File: src/inc/psram_link_pkg.sv
// Constants and types shared by the pseudo-static DRAM link port
package psram_link_pkg;

  // ==========================================================
  // Link sequencing states, Gray coded along idle-cmd-lat-data
  typedef enum logic [1:0]
  {
    ST_IDLE = 2'b00,
    ST_CMD  = 2'b01,
    ST_LAT  = 2'b11,
    ST_DATA = 2'b10
  } link_state_t;

  // ==========================================================
  // Widths
  localparam int DATA_W = 16;
  localparam int BYTE_W = 8;
  localparam int CA_W = 48;
  localparam int CNT_W = 5;
  localparam int FIFO_DEPTH = 16;
  localparam int FIFO_W = DATA_W + 2;

  // ==========================================================
  // Bit positions inside the synchronised pin vector
  localparam int IN_CLK_T = 0;
  localparam int IN_CLK_C = 1;
  localparam int IN_SEL = 2;
  localparam int IN_DIFF = 3;
  localparam int IN_STRB = 4;
  localparam int IN_DQ = 6;
  localparam int IN_W = 22;

  // Idle pin levels: clock low, complement high, select high
  localparam logic [IN_W-1:0] IN_RESET = 22'h000006;

  // ==========================================================
  // Sequencing counts, in link clock edges
  localparam logic [CNT_W-1:0] CA_LAST = 5'h05;
  localparam logic [CNT_W-1:0] LAT_EDGES = 5'h0c;
  localparam logic [CNT_W-1:0] LAT_EDGES_X2 = 5'h18;

  // ==========================================================
  // Values after reset
  localparam logic [CNT_W-1:0] CNT_RESET = 5'h00;
  localparam logic [1:0] STRB_RESET = 2'h0;
  localparam logic [DATA_W-1:0] DQ_RESET = 16'h0000;
  localparam logic [CA_W-1:0] CA_RESET = 48'h000000000000;

endpackage

File: src/logic/link_fifo.sv
// Synchronous FIFO with valid/ready on both sides
`timescale 1ns/10ps
module link_fifo #(
  parameter int WIDTH = 18,
  parameter int DEPTH = 16
) (
  // Clock and reset
  input wire logic sys_clk,
  input wire logic rst_n,
  // Fill side
  input wire logic in_valid,
  output logic in_ready,
  input wire logic [WIDTH-1:0] in_data,
  // Drain side
  output logic out_valid,
  input wire logic out_ready,
  output logic [WIDTH-1:0] out_data
);
  localparam int AW = $clog2(DEPTH);
  localparam logic [AW:0] FULL_CNT = (AW+1)'(DEPTH);

  logic [WIDTH-1:0] mem [DEPTH];
  logic [AW-1:0] wptr_ff;
  logic [AW-1:0] rptr_ff;
  logic [AW:0] count_ff;

  // ==========================================================
  // Handshake decode
  wire do_push = in_valid & in_ready;
  wire do_pop = out_valid & out_ready;
  assign in_ready = (count_ff != FULL_CNT);
  assign out_valid = (count_ff != '0);
  assign out_data = mem[rptr_ff];

  // Storage; no reset needed, guarded by the count
  always_ff @(posedge sys_clk)
  begin
    if (do_push)
    begin
      mem[wptr_ff] <= in_data;
    end
  end

  // Pointers wrap naturally; depth must be a power of two
  always_ff @(posedge sys_clk or negedge rst_n)
  begin
    if (!rst_n)
    begin
      wptr_ff <= '0;
      rptr_ff <= '0;
      count_ff <= '0;
    end
    else
    begin
      if (do_push)
        wptr_ff <= wptr_ff + 1'b1;
      if (do_pop)
        rptr_ff <= rptr_ff + 1'b1;
      if (do_push && !do_pop)
        count_ff <= count_ff + 1'b1;
      else if (do_pop && !do_push)
        count_ff <= count_ff - 1'b1;
    end
  end
endmodule

File: src/logic/psram_link_port.sv
// Device-side slave port of a DDR x16 pseudo-static DRAM link
`timescale 1ns/10ps
module psram_link_port (
  // Clock and reset
  input wire logic sys_clk,
  input wire logic rst_n,
  // Link clock and select
  input wire logic link_clk,
  input wire logic clock_complement,
  input wire logic diff_mode,
  input wire logic sel_n,
  // Data lines
  input wire logic [15:0] dq_in,
  output logic [15:0] dq_out,
  output logic dq_oe,
  // Strobe and mask lines
  input wire logic [1:0] strobe_mask_lines_in,
  output logic [1:0] strobe_mask_lines_out,
  output logic [1:0] strobe_mask_lines_oe,
  // Command side
  input wire logic refresh_req,
  output logic [47:0] ca_word,
  output logic ca_valid,
  output logic txn_active,
  // Read data supply
  input wire logic [15:0] rd_word,
  output logic rd_take,
  // Write data drain
  output logic wr_valid,
  input wire logic wr_ready,
  output logic [15:0] wr_data,
  output logic [1:0] wr_be,
  output logic wr_overflow
);

  // ==========================================================
  // Pin synchroniser: three stages, a bit moves once 2 and 3 agree
  logic [psram_link_pkg::IN_W-1:0] s1_ff;
  logic [psram_link_pkg::IN_W-1:0] s2_ff;
  logic [psram_link_pkg::IN_W-1:0] s3_ff;
  logic [psram_link_pkg::IN_W-1:0] filt_ff;
  wire [psram_link_pkg::IN_W-1:0] raw_in = {dq_in, strobe_mask_lines_in,
    diff_mode, sel_n, clock_complement, link_clk};
  wire [psram_link_pkg::IN_W-1:0] nxt_filt = (s2_ff & s3_ff) |
    (filt_ff & (s2_ff ^ s3_ff));

  always_ff @(posedge sys_clk or negedge rst_n)
  begin
    if (!rst_n)
    begin
      s1_ff <= psram_link_pkg::IN_RESET;
      s2_ff <= psram_link_pkg::IN_RESET;
      s3_ff <= psram_link_pkg::IN_RESET;
      filt_ff <= psram_link_pkg::IN_RESET;
    end
    else
    begin
      s1_ff <= raw_in;
      s2_ff <= s1_ff;
      s3_ff <= s2_ff;
      filt_ff <= nxt_filt;
    end
  end

  // Filtered pin views
  wire clk_t = filt_ff[psram_link_pkg::IN_CLK_T];
  wire clk_c = filt_ff[psram_link_pkg::IN_CLK_C];
  wire sel_f = filt_ff[psram_link_pkg::IN_SEL];
  wire diff_f = filt_ff[psram_link_pkg::IN_DIFF];
  wire [1:0] strb_f = filt_ff[psram_link_pkg::IN_STRB +: 2];
  wire [15:0] dq_f = filt_ff[psram_link_pkg::IN_DQ +: 16];

  // ==========================================================
  // Clock level and edge finder
  logic clk_lvl_ff;
  logic sel_prev_ff;
  // Differential level only moves on a crossing, so equal levels hold
  wire clk_lvl = diff_f ? ((clk_t != clk_c) ? clk_t : clk_lvl_ff)
                        : clk_t;
  // Edges, not cycles, advance the link; a stopped clock just waits
  wire link_edge = clk_lvl ^ clk_lvl_ff;
  wire sel_fall = sel_prev_ff & ~sel_f;
  wire sel_rise = ~sel_prev_ff & sel_f;

  always_ff @(posedge sys_clk or negedge rst_n)
  begin
    if (!rst_n)
    begin
      clk_lvl_ff <= 1'b0;
      sel_prev_ff <= 1'b1;
    end
    else
    begin
      clk_lvl_ff <= clk_lvl;
      sel_prev_ff <= sel_f;
    end
  end

  // ==========================================================
  // Transaction sequencer
  psram_link_pkg::link_state_t state_ff;
  psram_link_pkg::link_state_t nxt_state;
  logic [psram_link_pkg::CNT_W-1:0] cnt_ff;
  logic [psram_link_pkg::CNT_W-1:0] nxt_cnt;
  logic [psram_link_pkg::CNT_W-1:0] lat_target_ff;
  logic [psram_link_pkg::CNT_W-1:0] nxt_target;
  logic is_read_ff;
  logic nxt_read;
  logic extra_ff;
  logic nxt_extra;
  logic [39:0] ca_sr_ff;

  // Event qualifiers; a select edge always wins over a clock edge
  wire quiet = ~sel_rise & ~sel_fall;
  wire step = link_edge & quiet;
  wire cmd_edge = step & (state_ff == psram_link_pkg::ST_CMD);
  wire ca_done = cmd_edge & (cnt_ff == psram_link_pkg::CA_LAST);
  wire lat_edge = step & (state_ff == psram_link_pkg::ST_LAT);
  wire data_edge = step & (state_ff == psram_link_pkg::ST_DATA);
  wire rd_edge = data_edge & is_read_ff;
  wire wr_edge = data_edge & ~is_read_ff;
  // Busy drain side or a refresh request costs the host extra latency
  wire want_extra = refresh_req | wr_valid;
  wire [psram_link_pkg::CNT_W-1:0] lat_pick = extra_ff ?
    psram_link_pkg::LAT_EDGES_X2 : psram_link_pkg::LAT_EDGES;
  wire lat_last = (cnt_ff == lat_target_ff - 5'h01);

  always_comb
  begin
    nxt_state = state_ff;
    nxt_cnt = cnt_ff;
    nxt_read = is_read_ff;
    nxt_extra = extra_ff;
    nxt_target = lat_target_ff;
    if (sel_rise)
      nxt_state = psram_link_pkg::ST_IDLE;
    else if (sel_fall)
    begin
      nxt_state = psram_link_pkg::ST_CMD;
      nxt_cnt = psram_link_pkg::CNT_RESET;
      nxt_extra = want_extra;
    end
    else if (link_edge)
    begin
      unique case (state_ff)
        psram_link_pkg::ST_IDLE:
          nxt_state = psram_link_pkg::ST_IDLE;
        psram_link_pkg::ST_CMD:
          if (ca_done)
          begin
            nxt_state = psram_link_pkg::ST_LAT;
            nxt_cnt = psram_link_pkg::CNT_RESET;
            nxt_read = ca_sr_ff[39];
            nxt_target = lat_pick;
          end
          else
            nxt_cnt = cnt_ff + 5'h01;
        psram_link_pkg::ST_LAT:
          if (lat_last)
            nxt_state = psram_link_pkg::ST_DATA;
          else
            nxt_cnt = cnt_ff + 5'h01;
        psram_link_pkg::ST_DATA:
          nxt_state = psram_link_pkg::ST_DATA;
      endcase
    end
  end

  // Async reset returns the port to standby with lines released
  always_ff @(posedge sys_clk or negedge rst_n)
  begin
    if (!rst_n)
    begin
      state_ff <= psram_link_pkg::ST_IDLE;
      cnt_ff <= psram_link_pkg::CNT_RESET;
      lat_target_ff <= psram_link_pkg::LAT_EDGES;
      is_read_ff <= 1'b0;
      extra_ff <= 1'b0;
    end
    else
    begin
      state_ff <= nxt_state;
      cnt_ff <= nxt_cnt;
      lat_target_ff <= nxt_target;
      is_read_ff <= nxt_read;
      extra_ff <= nxt_extra;
    end
  end

  // ==========================================================
  // Command/address capture from the low byte only
  logic [47:0] ca_word_ff;
  logic ca_valid_ff;
  wire [39:0] nxt_ca_sr = cmd_edge ? {ca_sr_ff[31:0], dq_f[7:0]}
                                   : ca_sr_ff;

  always_ff @(posedge sys_clk or negedge rst_n)
  begin
    if (!rst_n)
    begin
      ca_sr_ff <= 40'h0000000000;
      ca_word_ff <= psram_link_pkg::CA_RESET;
      ca_valid_ff <= 1'b0;
    end
    else
    begin
      ca_sr_ff <= nxt_ca_sr;
      ca_valid_ff <= ca_done;
      if (ca_done)
        ca_word_ff <= {ca_sr_ff, dq_f[7:0]};
    end
  end

  // ==========================================================
  // Line drivers: strobe as latency flag then read strobe
  logic [15:0] dq_out_ff;
  logic dq_oe_ff;
  logic [1:0] strb_out_ff;
  logic [1:0] strb_oe_ff;
  logic rd_take_ff;
  wire nxt_in_cmd = (nxt_state == psram_link_pkg::ST_CMD);
  wire nxt_in_lat = (nxt_state == psram_link_pkg::ST_LAT);
  wire nxt_in_data = (nxt_state == psram_link_pkg::ST_DATA);
  wire nxt_dq_oe = nxt_in_data & nxt_read;
  wire nxt_strb_drv = nxt_in_cmd |
    ((nxt_in_lat | nxt_in_data) & nxt_read);
  // Both bits always share one value
  wire [1:0] nxt_strb = nxt_in_cmd ? {2{nxt_extra}} :
                        rd_edge ? ~strb_out_ff :
                        nxt_in_lat ? psram_link_pkg::STRB_RESET :
                        strb_out_ff;
  // New word and strobe flip leave on the same edge
  wire [15:0] nxt_dq_out = rd_edge ? rd_word : dq_out_ff;

  always_ff @(posedge sys_clk or negedge rst_n)
  begin
    if (!rst_n)
    begin
      dq_out_ff <= psram_link_pkg::DQ_RESET;
      dq_oe_ff <= 1'b0;
      strb_out_ff <= psram_link_pkg::STRB_RESET;
      strb_oe_ff <= psram_link_pkg::STRB_RESET;
      rd_take_ff <= 1'b0;
    end
    else
    begin
      dq_out_ff <= nxt_dq_out;
      dq_oe_ff <= nxt_dq_oe;
      strb_out_ff <= nxt_strb;
      strb_oe_ff <= {2{nxt_strb_drv}};
      rd_take_ff <= rd_edge;
    end
  end

  // ==========================================================
  // Write path: mask bits turn into byte enables
  logic wr_overflow_ff;
  logic fifo_in_ready;
  logic [psram_link_pkg::FIFO_W-1:0] fifo_out;
  // A fully masked word changes nothing, so it is not queued
  wire mask_all = &strb_f;
  wire push_req = wr_edge & ~mask_all;
  wire push = push_req & fifo_in_ready;
  // The host cannot be stalled mid-burst; a full queue drops the word
  wire nxt_overflow = push_req & ~fifo_in_ready;
  wire [psram_link_pkg::FIFO_W-1:0] push_data =
    {~strb_f, dq_f};

  link_fifo #(
    .WIDTH(psram_link_pkg::FIFO_W),
    .DEPTH(psram_link_pkg::FIFO_DEPTH)
  ) u_wr_fifo (
    .sys_clk(sys_clk),
    .rst_n(rst_n),
    .in_valid(push),
    .in_ready(fifo_in_ready),
    .in_data(push_data),
    .out_valid(wr_valid),
    .out_ready(wr_ready),
    .out_data(fifo_out)
  );

  always_ff @(posedge sys_clk or negedge rst_n)
  begin
    if (!rst_n)
      wr_overflow_ff <= 1'b0;
    else
      wr_overflow_ff <= nxt_overflow;
  end

  // ==========================================================
  // Output mapping
  assign dq_out = dq_out_ff;
  assign dq_oe = dq_oe_ff;
  assign strobe_mask_lines_out = strb_out_ff;
  assign strobe_mask_lines_oe = strb_oe_ff;
  assign ca_word = ca_word_ff;
  assign ca_valid = ca_valid_ff;
  assign txn_active = (state_ff != psram_link_pkg::ST_IDLE);
  assign rd_take = rd_take_ff;
  assign wr_data = fifo_out[15:0];
  assign wr_be = fifo_out[17:16];
  assign wr_overflow = wr_overflow_ff;

  // ==========================================================
  // Assertions
  start_cmd_a: assert property (@(posedge sys_clk) disable iff (!rst_n)
    (state_ff == psram_link_pkg::ST_IDLE && sel_fall) |=>
    (state_ff == psram_link_pkg::ST_CMD && cnt_ff == 5'h00))
    else $error("select fall did not start command phase");
  end_idle_a: assert property (@(posedge sys_clk) disable iff (!rst_n)
    sel_rise |=> (state_ff == psram_link_pkg::ST_IDLE && !dq_oe &&
    strobe_mask_lines_oe == 2'b00))
    else $error("select rise did not end transaction");
  lat_flag_a: assert property (@(posedge sys_clk) disable iff (!rst_n)
    (state_ff == psram_link_pkg::ST_CMD) |->
    (strobe_mask_lines_oe == 2'b11 &&
    strobe_mask_lines_out == {2{extra_ff}}))
    else $error("latency flag not driven in command phase");
  lat_len_a: assert property (@(posedge sys_clk) disable iff (!rst_n)
    lat_edge |=> ((state_ff == psram_link_pkg::ST_DATA) ==
    ($past(cnt_ff) == $past(lat_target_ff) - 5'h01)))
    else $error("latency length wrong");
  rd_toggle_a: assert property (@(posedge sys_clk) disable iff (!rst_n)
    rd_edge |=> (strobe_mask_lines_out != $past(strobe_mask_lines_out)
    && dq_out == $past(rd_word) && rd_take))
    else $error("read strobe not aligned with data");
  reset_hiz_a: assert property (@(posedge sys_clk)
    !rst_n |-> (!dq_oe && strobe_mask_lines_oe == 2'b00))
    else $error("lines driven during reset");
  mask_skip_a: assert property (@(posedge sys_clk) disable iff (!rst_n)
    (wr_edge && strb_f == 2'b11) |-> !push)
    else $error("fully masked word was queued");
  ca_low_a: assert property (@(posedge sys_clk) disable iff (!rst_n)
    ca_valid |-> (ca_word[7:0] == $past(dq_f[7:0]) &&
    $past(state_ff) == psram_link_pkg::ST_CMD))
    else $error("command byte not from low lines");
  hold_a: assert property (@(posedge sys_clk) disable iff (!rst_n)
    (state_ff == psram_link_pkg::ST_LAT && !link_edge && quiet) |=>
    ($stable(cnt_ff) && state_ff == psram_link_pkg::ST_LAT))
    else $error("latency advanced without a clock edge");
  same_bits_a: assert property (@(posedge sys_clk) disable iff (!rst_n)
    (strobe_mask_lines_oe != 2'b00) |->
    (strobe_mask_lines_out[0] == strobe_mask_lines_out[1]))
    else $error("strobe bits differ");

  // Main scenarios
  read_cov_c: cover property (@(posedge sys_clk) disable iff (!rst_n)
    rd_edge);
  write_cov_c: cover property (@(posedge sys_clk) disable iff (!rst_n)
    push);
  extra_cov_c: cover property (@(posedge sys_clk) disable iff (!rst_n)
    ca_done && extra_ff);
  full_cov_c: cover property (@(posedge sys_clk) disable iff (!rst_n)
    nxt_overflow);
endmodule

File: config.mk
export PLATFORM = sky130hd
export DESIGN_NAME = psram_link_port
export DESIGN_NICKNAME = d
export VERILOG_FILES = /design/src/inc/psram_link_pkg.sv /design/src/logic/link_fifo.sv /design/src/logic/psram_link_port.sv
export SDC_FILE = /design/constraint.sdc
export NUM_CORES = 1
export LEC_CHECK = 0
export ABC_CLOCK_PERIOD_IN_PS = 9700
export BUFFER_PORTS_ARGS = -buffer_cell sky130_fd_sc_hd__buf_2
export CAP_MARGIN = 5
export CORE_UTILIZATION = 40
export CTS_CLUSTER_DIAMETER = 40
export DETAILED_ROUTE_END_ITERATION = 16
export MAX_ROUTING_LAYER = met4
export PLACE_DENSITY = 0.62
export SLEW_MARGIN = 40
export SYNTH_ARGS = -nofsm -noshare
export SYNTH_HDL_FRONTEND = slang
export SYNTH_HIERARCHICAL = 1
export SYNTH_SLANG_ARGS = --single-unit
File: constraint.sdc
create_clock -name sys_clk -period 9.7 [get_ports sys_clk]
set_clock_uncertainty 0.15 [all_clocks]
set_input_delay 1.94 -clock sys_clk [delete_from_list [all_inputs] [get_ports sys_clk]]
set_output_delay 1.94 -clock sys_clk [all_outputs]
set_load 0.02 [all_outputs]
==> results of run 1 <==
## cells in the final DEF (no fill, tap or decap), drive strengths merged, types with 4 or more instances in the layout
cell type	n
a221oi	36
nor4	6
mux2i	73
a21oi	6
bufinv	4
nor3	5
edfxtp	288
xnor2	9
nor2	23
buf	163
nand2	39
nand4	4
nor2b	4
dfstp	10
a22oi	19
clkinv	19
inv	21
mux2	108
dfrtp	215
a21o	25
clkbuf	87
mux4	36
clkinvlp	11
nand2b	4
ha	35
o21ai	22
a2111oi	4
## worst paths after layout
check / slack, ns / endpoint / from
min in group asynchronous: 1.10 / ca_sr_ff[20]$_DFFE_PN0P_ / rst_n
worst min register to register: 0.19 / s2_ff[7]$_DFF_PN0_ / s1_ff[7]$_DFF_PN0_
worst min-delay path: 0.19 / s2_ff[7]$_DFF_PN0_ / s1_ff[7]$_DFF_PN0_
worst max register to register: 5.87 / u_wr_fifo/count_ff[4]$_DFFE_PN0P_ / filt_ff[2]$_DFF_PN1_
worst max-delay path: 3.71 / wr_data[15] / u_wr_fifo/rptr_ff[0]$_DFFE_PN0P_
max in group asynchronous: 6.96 / s2_ff[13]$_DFF_PN0_ / rst_n
## per-stage QoR
stage / hold WS, ns / util, % / cells
floorplan: 0.181 / - / 1069
global placement: 0.183 / 43.5 / 1794
detailed placement: 0.187 / 43.7 / 1799
CTS: 0.193 / 48.6 / 1928
global route: 0.198 / 48.6 / 1929
finish: 0.193 / 48.6 / 1929
## routing by layer
metal / up-vias / share of wire (%)
met3: 75 / 5.7
met5: - / 0
li1: 4514 / -
met1: 5182 / 45
met2: 270 / 47
met4: 0 / 1.9
## where the power goes
part	switching [W]	internal, W
Sequential	0.000217	0.00249
Combinational	0.000701	0.000583
Clock	0.000962	0.00155
Total	0.00188	0.00463
## worst reg2reg max path, cell delays in order, from the launching register on
cell and delay, ns:
dfstp_2 0.55, inv_1 0.05, ha_1 0.34, nand3_1 0.13
a2111oi_0 0.48, a21boi_2 0.48, ha_1 0.24, inv_1 0.12
fa_1 0.47, a21o_1 0.20, a21oi_1 0.18, mux2i_1 0.23
xnor2_1 0.14
## sequential cells by signal (all words and copies together) (netlist names), 2 cells and up
register / count
s3_ff: 22
state_ff: 2
strobe_mask_lines_out: 2
u_wr_fifo/mem: 288
u_wr_fifo/count_ff: 5
filt_ff: 22
s2_ff: 22
u_wr_fifo/wptr_ff: 4
lat_target_ff: 2
dq_out: 16
cnt_ff: 5
ca_sr_ff: 40
s1_ff: 22
ca_word: 48
u_wr_fifo/rptr_ff: 4
## logic make-up (layout without fill, tap and decap cells)
family | after synthesis | after routing | synth area share (%)
AO/OA/AOI/OAI | 129 | 129 | 5.15
buffers and inverters | 61 | 305 | 1.69
XOR/XNOR | 11 | 11 | 0.496
multiplexers | 217 | 217 | 14.2
AND/OR/NAND/NOR | 102 | 102 | 2.55
adder cells (fa/ha/maj) | 36 | 36 | 2.36
other | 0 | 1 | 0
flip-flops | 513 | 513 | 73.6
## final cells by class
cell class | instances | area, um^2
clock buffers | 87 | 1940
well taps | 615 | 769
repair buffers | 163 | 961
flip-flops and latches | 513 | 14300
fillers | 3979 | 24600
clock inverters | 42 | 405
inverters | 13 | 48.8
diodes | 1 | 2.50
multi-input cells | 495 | 4840
==> key figures, run 1 <==
Setup path
  – Critical Path Slowest Stage Cell: dfrtp_4
  – Worst path arrival time: 3.90 ns
  – CP Class: reg -> out
  – Crit path top cell by count: buf_4
  – Number of stages on the worst setup path: 6
  – CP Capture Type: output port
  – Crit path max fanout: 40
  – CP bufs+invs: 3
  – Data required, critical path: approximately 7.6 ns
  – Cell family contributing the most delay on the critical path: buffers and inverters
  – R2R depth: 12
  – CP cell instances: buf_4, buf_4, mux4_2, a22oi_1, nand2_1, buf_2
  – CP peak stage delay: 0.84 ns
  – Setup crit start kind: register

Finish
  – Layout cell share with drive strength beyond 1: 34.7%
  – Design Area, Final: ~23000 um^2
  – Synthesis-to-finish area growth: 19.8%
  – Final nets: 1334

Logic synthesis
  – Post-synth top area cell: edfxtp_1
  – Synth cell types: 54
  – Syn Std Cell Area: 19400 um^2
  – Register area share after synthesis: 73.6%
  – Post-synthesis average cell area: approximately 18 um^2
  – Async set-reset flop share out of synthesis: 43.9%
  – Post-synth top cells: edfxtp_1, dfrtp_1, mux2_2
  – Synth Net Count: roughly 1100
  – Number of synthesized flops with an enable pin: 288
  – Share of the synthesized area in the top cell type: 44.5%
  – Mapped Cells: approximately 1100
  – FF+latch count, synth: 513
  – Warning count from the yosys run: 6
  – Main synth FF type: edfxtp_1
  – Synth area leaders: edfxtp_1, dfrtp_1, mux2_2
  – Leading cell type by number of instances after synthesis: edfxtp_1

Floorplan
  – DIE AREA: ~50000 um^2
  – Core outline area: 47800 um^2
  – Die Y: 222 um
  – Rows: 80
  – Initial Util: 40.6%
  – IO Pins: 134
  – Die X: ~220 um

Global routing
  – Gr ovfl total: 0
  – GR peak layer: met2
  – Antenna violations before repair: 1
  – GR Util met2: approximately a quarter
  – Gr usage total: 17.0%
  – Maximum number of pins on one net before global-route repair: 72
  – Global-route wire length before repair: between 60000 and 70000 um
  – GRT met3 Usage: 4.40%
  – Met1 usage: 22.5%
  – Vias in the first global route: 10496

Detailed routing
  – Total Wirelength: 39500 um
  – Drt pass-1 iters: 6
  – Vias per inst: 5.21
  – ANT nets after route: 0
  – WL per Instance: 20.5 um
  – # DRC: 0
  – Via count: 10041
  – Initial detailed-routing violation count: 646

Clock tree
  – H-tree depth: 3
  – Post-CTS setup buffers: 0
  – Hold_buf cts: 0
  – Clock Root Buffer: clkbuf_16
  – Sink Count: 513
  – CTS tree: yes
  – Post-CTS sizing: 0
  – Worst skew pair latency: 0.59 ns
  – CTS Buf Count: 70
  – CTS Buffer Depth: 3
  – Clock slew at reported path FFs: 0.06 ns

Place
  – Port bufs: approximately 130
  – RD Place Congestion: 0.730
  – Worst slack at placement: roughly 4.3 ns
  – HPWL after DPL: around 23000 um
  – Post-Place Cell Area: 20900 um^2

STA
  – Tcrit/Tclk final: a little over 60%
  – Fin. max-slew vios: 0
  – Final hold violations: 0
  – Setup TNS: 0 ns
  – RSZ-0062 raised after global routing: no
  – Slew Limit Headroom: between 50% and 60%
  – Final setup fails: 0
  – Slew @ Worst Pin: 0.743 ns
  – Setup WS post-layout: 3.71 ns
  – Tmin final: 5.99 ns
  – Fmax: 167 MHz

Worst hold path
  – Worst hold stages: 0
  – Hold WC Path Type: reg -> reg

Outcome
  – Outcome: complete, no violations

Pwr
  – Power Density: 280 nW/um^2
  – Leakage power: 9.47 nW
  – VDD IR max: 0.150 mV
  – Total Power: 0.00651 W

Run
  – Max-cap violations: 0
Note: power is estimated with default switching activity, not from simulation.
==> inputs of run 2 (changes only) <==
ABC_CLOCK_PERIOD_IN_PS = 4800   (was 9700)
PLACE_DENSITY = 0.64   (was 0.62)
clock period = 4.8 ns   (was 9.7 ns; I/O delays follow)
==> key figures, run 2 (same netlist as run 1, synthesis figures left out) <==
Finish
  – Final nets: 1327 (-0.52%)
  – Synthesis-to-finish area growth: 17.9%
  – Reg with most FFs: u_wr_fifo/mem
  – Non-filler cells, final: 1910 (-0.98%)
  – Commonest non-fill, non-tap cell in the layout: edfxtp_1
  – Most used cells in the layout excluding fill and tap cells: edfxtp_1, dfrtp_1, buf_2
  – Layout fillers: 4026 (+1.2%)
  – Layout cell share with drive strength beyond 1: 33.1% (-1.6 points)
  – Max reg flops: 288 (unchanged)

Floorplan
  – Initial Util: 40.6% (unchanged)
  – IO Pins: 134 (unchanged)
  – Core outline area: 47800 um^2 (unchanged)
  – Die X: 222 um (unchanged)
  – Rows: 80 (unchanged)
  – DIE AREA: 49500 um^2 (unchanged)
  – Die Y: 222 um (unchanged)

Clock tree
  – CTS Buf Count: 56 (-20%)
  – Hold_buf cts: 0 (unchanged)
  – Sink Count: 513 (unchanged)
  – Clock slew at reported path FFs: 0.06 ns (about the same)
  – Worst skew pair latency: 0.58 ns (about the same)
  – Post-CTS sizing: 0 (unchanged)
  – Clock Root Buffer: clkbuf_16
  – Post-CTS setup buffers: 0 (unchanged)
  – CTS tree: yes
  – CTS Buffer Depth: 3 (unchanged)
  – H-tree depth: 2 (-1)

Setup path
  – Data required, critical path: 3.69 ns (-3.92 ns)
  – CP Capture Type: output port
  – Setup crit start kind: register
  – FF-to-FF End: u_wr_fifo/count_ff[4]$_DFFE_PN0P_
  – CP Class: reg -> out
  – R2R depth: 12 (unchanged)
  – Worst setup startpoint: u_wr_fifo/rptr_ff[0]$_DFFE_PN0P_
  – Setup slack, reg-to-reg: 1.17 ns (-4.70 ns)
  – Crit path max fanout: 60 (+50%)
  – Worst path arrival time: 2.86 ns (-1.04 ns)
  – Critical Path Slowest Stage Cell: dfrtp_4
  – FF-to-FF Start: filt_ff[2]$_DFF_PN1_
  – CP cell instances: buf_12, mux4_2, a22oi_1, nand2_1, buf_2
  – CP peak stage delay: 0.76 ns (-0.08 ns)

Global routing
  – Antenna violations before repair: 0 (-1)
  – Global-route wire length before repair: 61000 um (-1.7%)
  – Gr ovfl total: 0 (unchanged)
  – Maximum number of pins on one net before global-route repair: 73 (+1.4%)
  – Gr usage total: 16.4% (-0.56 points)
  – Vias in the first global route: 10341 (-1.5%)

STA
  – Fmax: 252 MHz
  – RSZ-0062 raised after global routing: no
  – Final setup fails: 0 (unchanged)
  – Slew @ Worst Pin: 0.766 ns (+0.0235 ns)
  – Fin. max-slew vios: 0 (unchanged)
  – Tcrit/Tclk final: between 80% and 90%
  – Tmin final: 3.97 ns
  – Setup TNS: 0 ns (unchanged)
  – Final hold violations: 0 (unchanged)
  – Slew Limit Headroom: 48.6% (-1.8 points)
  – Worst Hold Slack: 0.143 ns (-0.0501 ns)

Detailed routing
  – Total Wirelength: 39000 um (-1.2%)
  – Initial detailed-routing violation count: 782 (+21%)
  – Vias per inst: 5.25 (+0.88%)
  – ANT nets after route: 0 (unchanged)
  – Drt pass-1 iters: 5 (-1)
  – Via count: 10030 (-0.11%)
  – # DRC: 0 (unchanged)
  – WL per Instance: 20.4 um (-0.23%)

Place
  – HPWL after DPL: 23300 um (+1.3%)
  – DP Cell Count: 1806 (+0.39%)
  – RD Place Congestion: 0.778 (+6.6%)
  – Port bufs: 133 (unchanged)

Run
  – Max-cap violations: 0 (unchanged)

Worst hold path
  – Hold WC Path Type: in -> async

Outcome
  – Outcome: complete, no violations

Pwr
  – Total Power: 0.0125 W (+93%)
  – Leakage power: 9.31 nW (-1.7%)
  – Power Density: 547 nW/um^2 (+96%)
  – VDD IR max: 0.325 mV (+120%)
run 2: changes by cell type in the layout (fill, tap and decap cells not counted), moves of 2 or more:
| cell | previous run | this run |
|---|---|---|
| buf_4 | 26 | 31 |
| clkbuf_8 | 4 | 6 |
| clkinvlp_4 | 11 | 2 |
| clkbuf_16 | 74 | 58 |
| bufinv_16 | 4 | 6 |
| clkinv_4 | 5 | 2 |
| clkbuf_1 | 9 | 14 |
| buf_12 | 1 | 5 |
| clkinv_2 | 11 | 4 |
run 2: critical path, delay by kind of cell (launching register included):
| family | cells | cell delay [ns] |
|---|---|---|
| flops | 1 | 0.76 |
| buf+inv | 2 | 0.63 |
| mux | 1 | 0.57 |
| compound gates | 1 | 0.19 |
| simple gates | 1 | 0.12 |
run 2: report_power, final:
part / switching [W] / internal, W
Sequential: 0.000392 / 0.00504
Clock: 0.00174 / 0.00266
Combinational: 0.00152 / 0.00119
run 2: worst max path at each step:
| stage | end | slack [ns] | cells after the start |
|---|---|---|---|
| floorplan | u_wr_fifo/mem[3][0]$_DFFE_PP_ | 1.15 | 7 |
| global placement | u_wr_fifo/count_ff[4]$_DFFE_PN0P_ | 1.25 | 12 |
| detailed placement | u_wr_fifo/count_ff[4]$_DFFE_PN0P_ | 1.14 | 12 |
| CTS | wr_be[1] | 0.73 | 5 |
| global route | wr_data[1] | 0.64 | 6 |
| finish | wr_be[1] | 0.83 | 5 |
run 2: metrics by stage:
stage                     cell area [um^2]  utilization (%)  worst slack, ns
after global placement               20900             43.8             1.25
after global routing                 22900             47.9            0.636
after floorplan                      19400                -             1.15
after CTS                            22900             47.9            0.733
final                                22900             47.9            0.828
after detailed placement             21000             43.9             1.14
run 2: cell type report:
cell class	instances	area [um^2]	share of cell area (%)
Sequential cell	513	14300	62.4
Clock buffer	78	1590	6.92
Inverter	13	48.8	0.213
Clock inverter	25	338	1.47
Tap cell	615	769	3.36
Antenna cell	1	2.50	0.0109
Timing Repair Buffer	170	1040	4.52
Multi-Input combinational cell	495	4840	21.1
run 2: routing by layer:
| layer | GRT usage (%) | part of all wire, % | vias to the layer above |
|---|---|---|---|
| met5 | - | 0 | - |
| met3 | 2.95 | 5.3 | 59 |
| met1 | 22.5 | 45 | 5215 |
| met2 | 25.4 | 48 | 246 |
| met4 | 4.25 | 2.0 | 0 |
| li1 | - | - | 4510 |
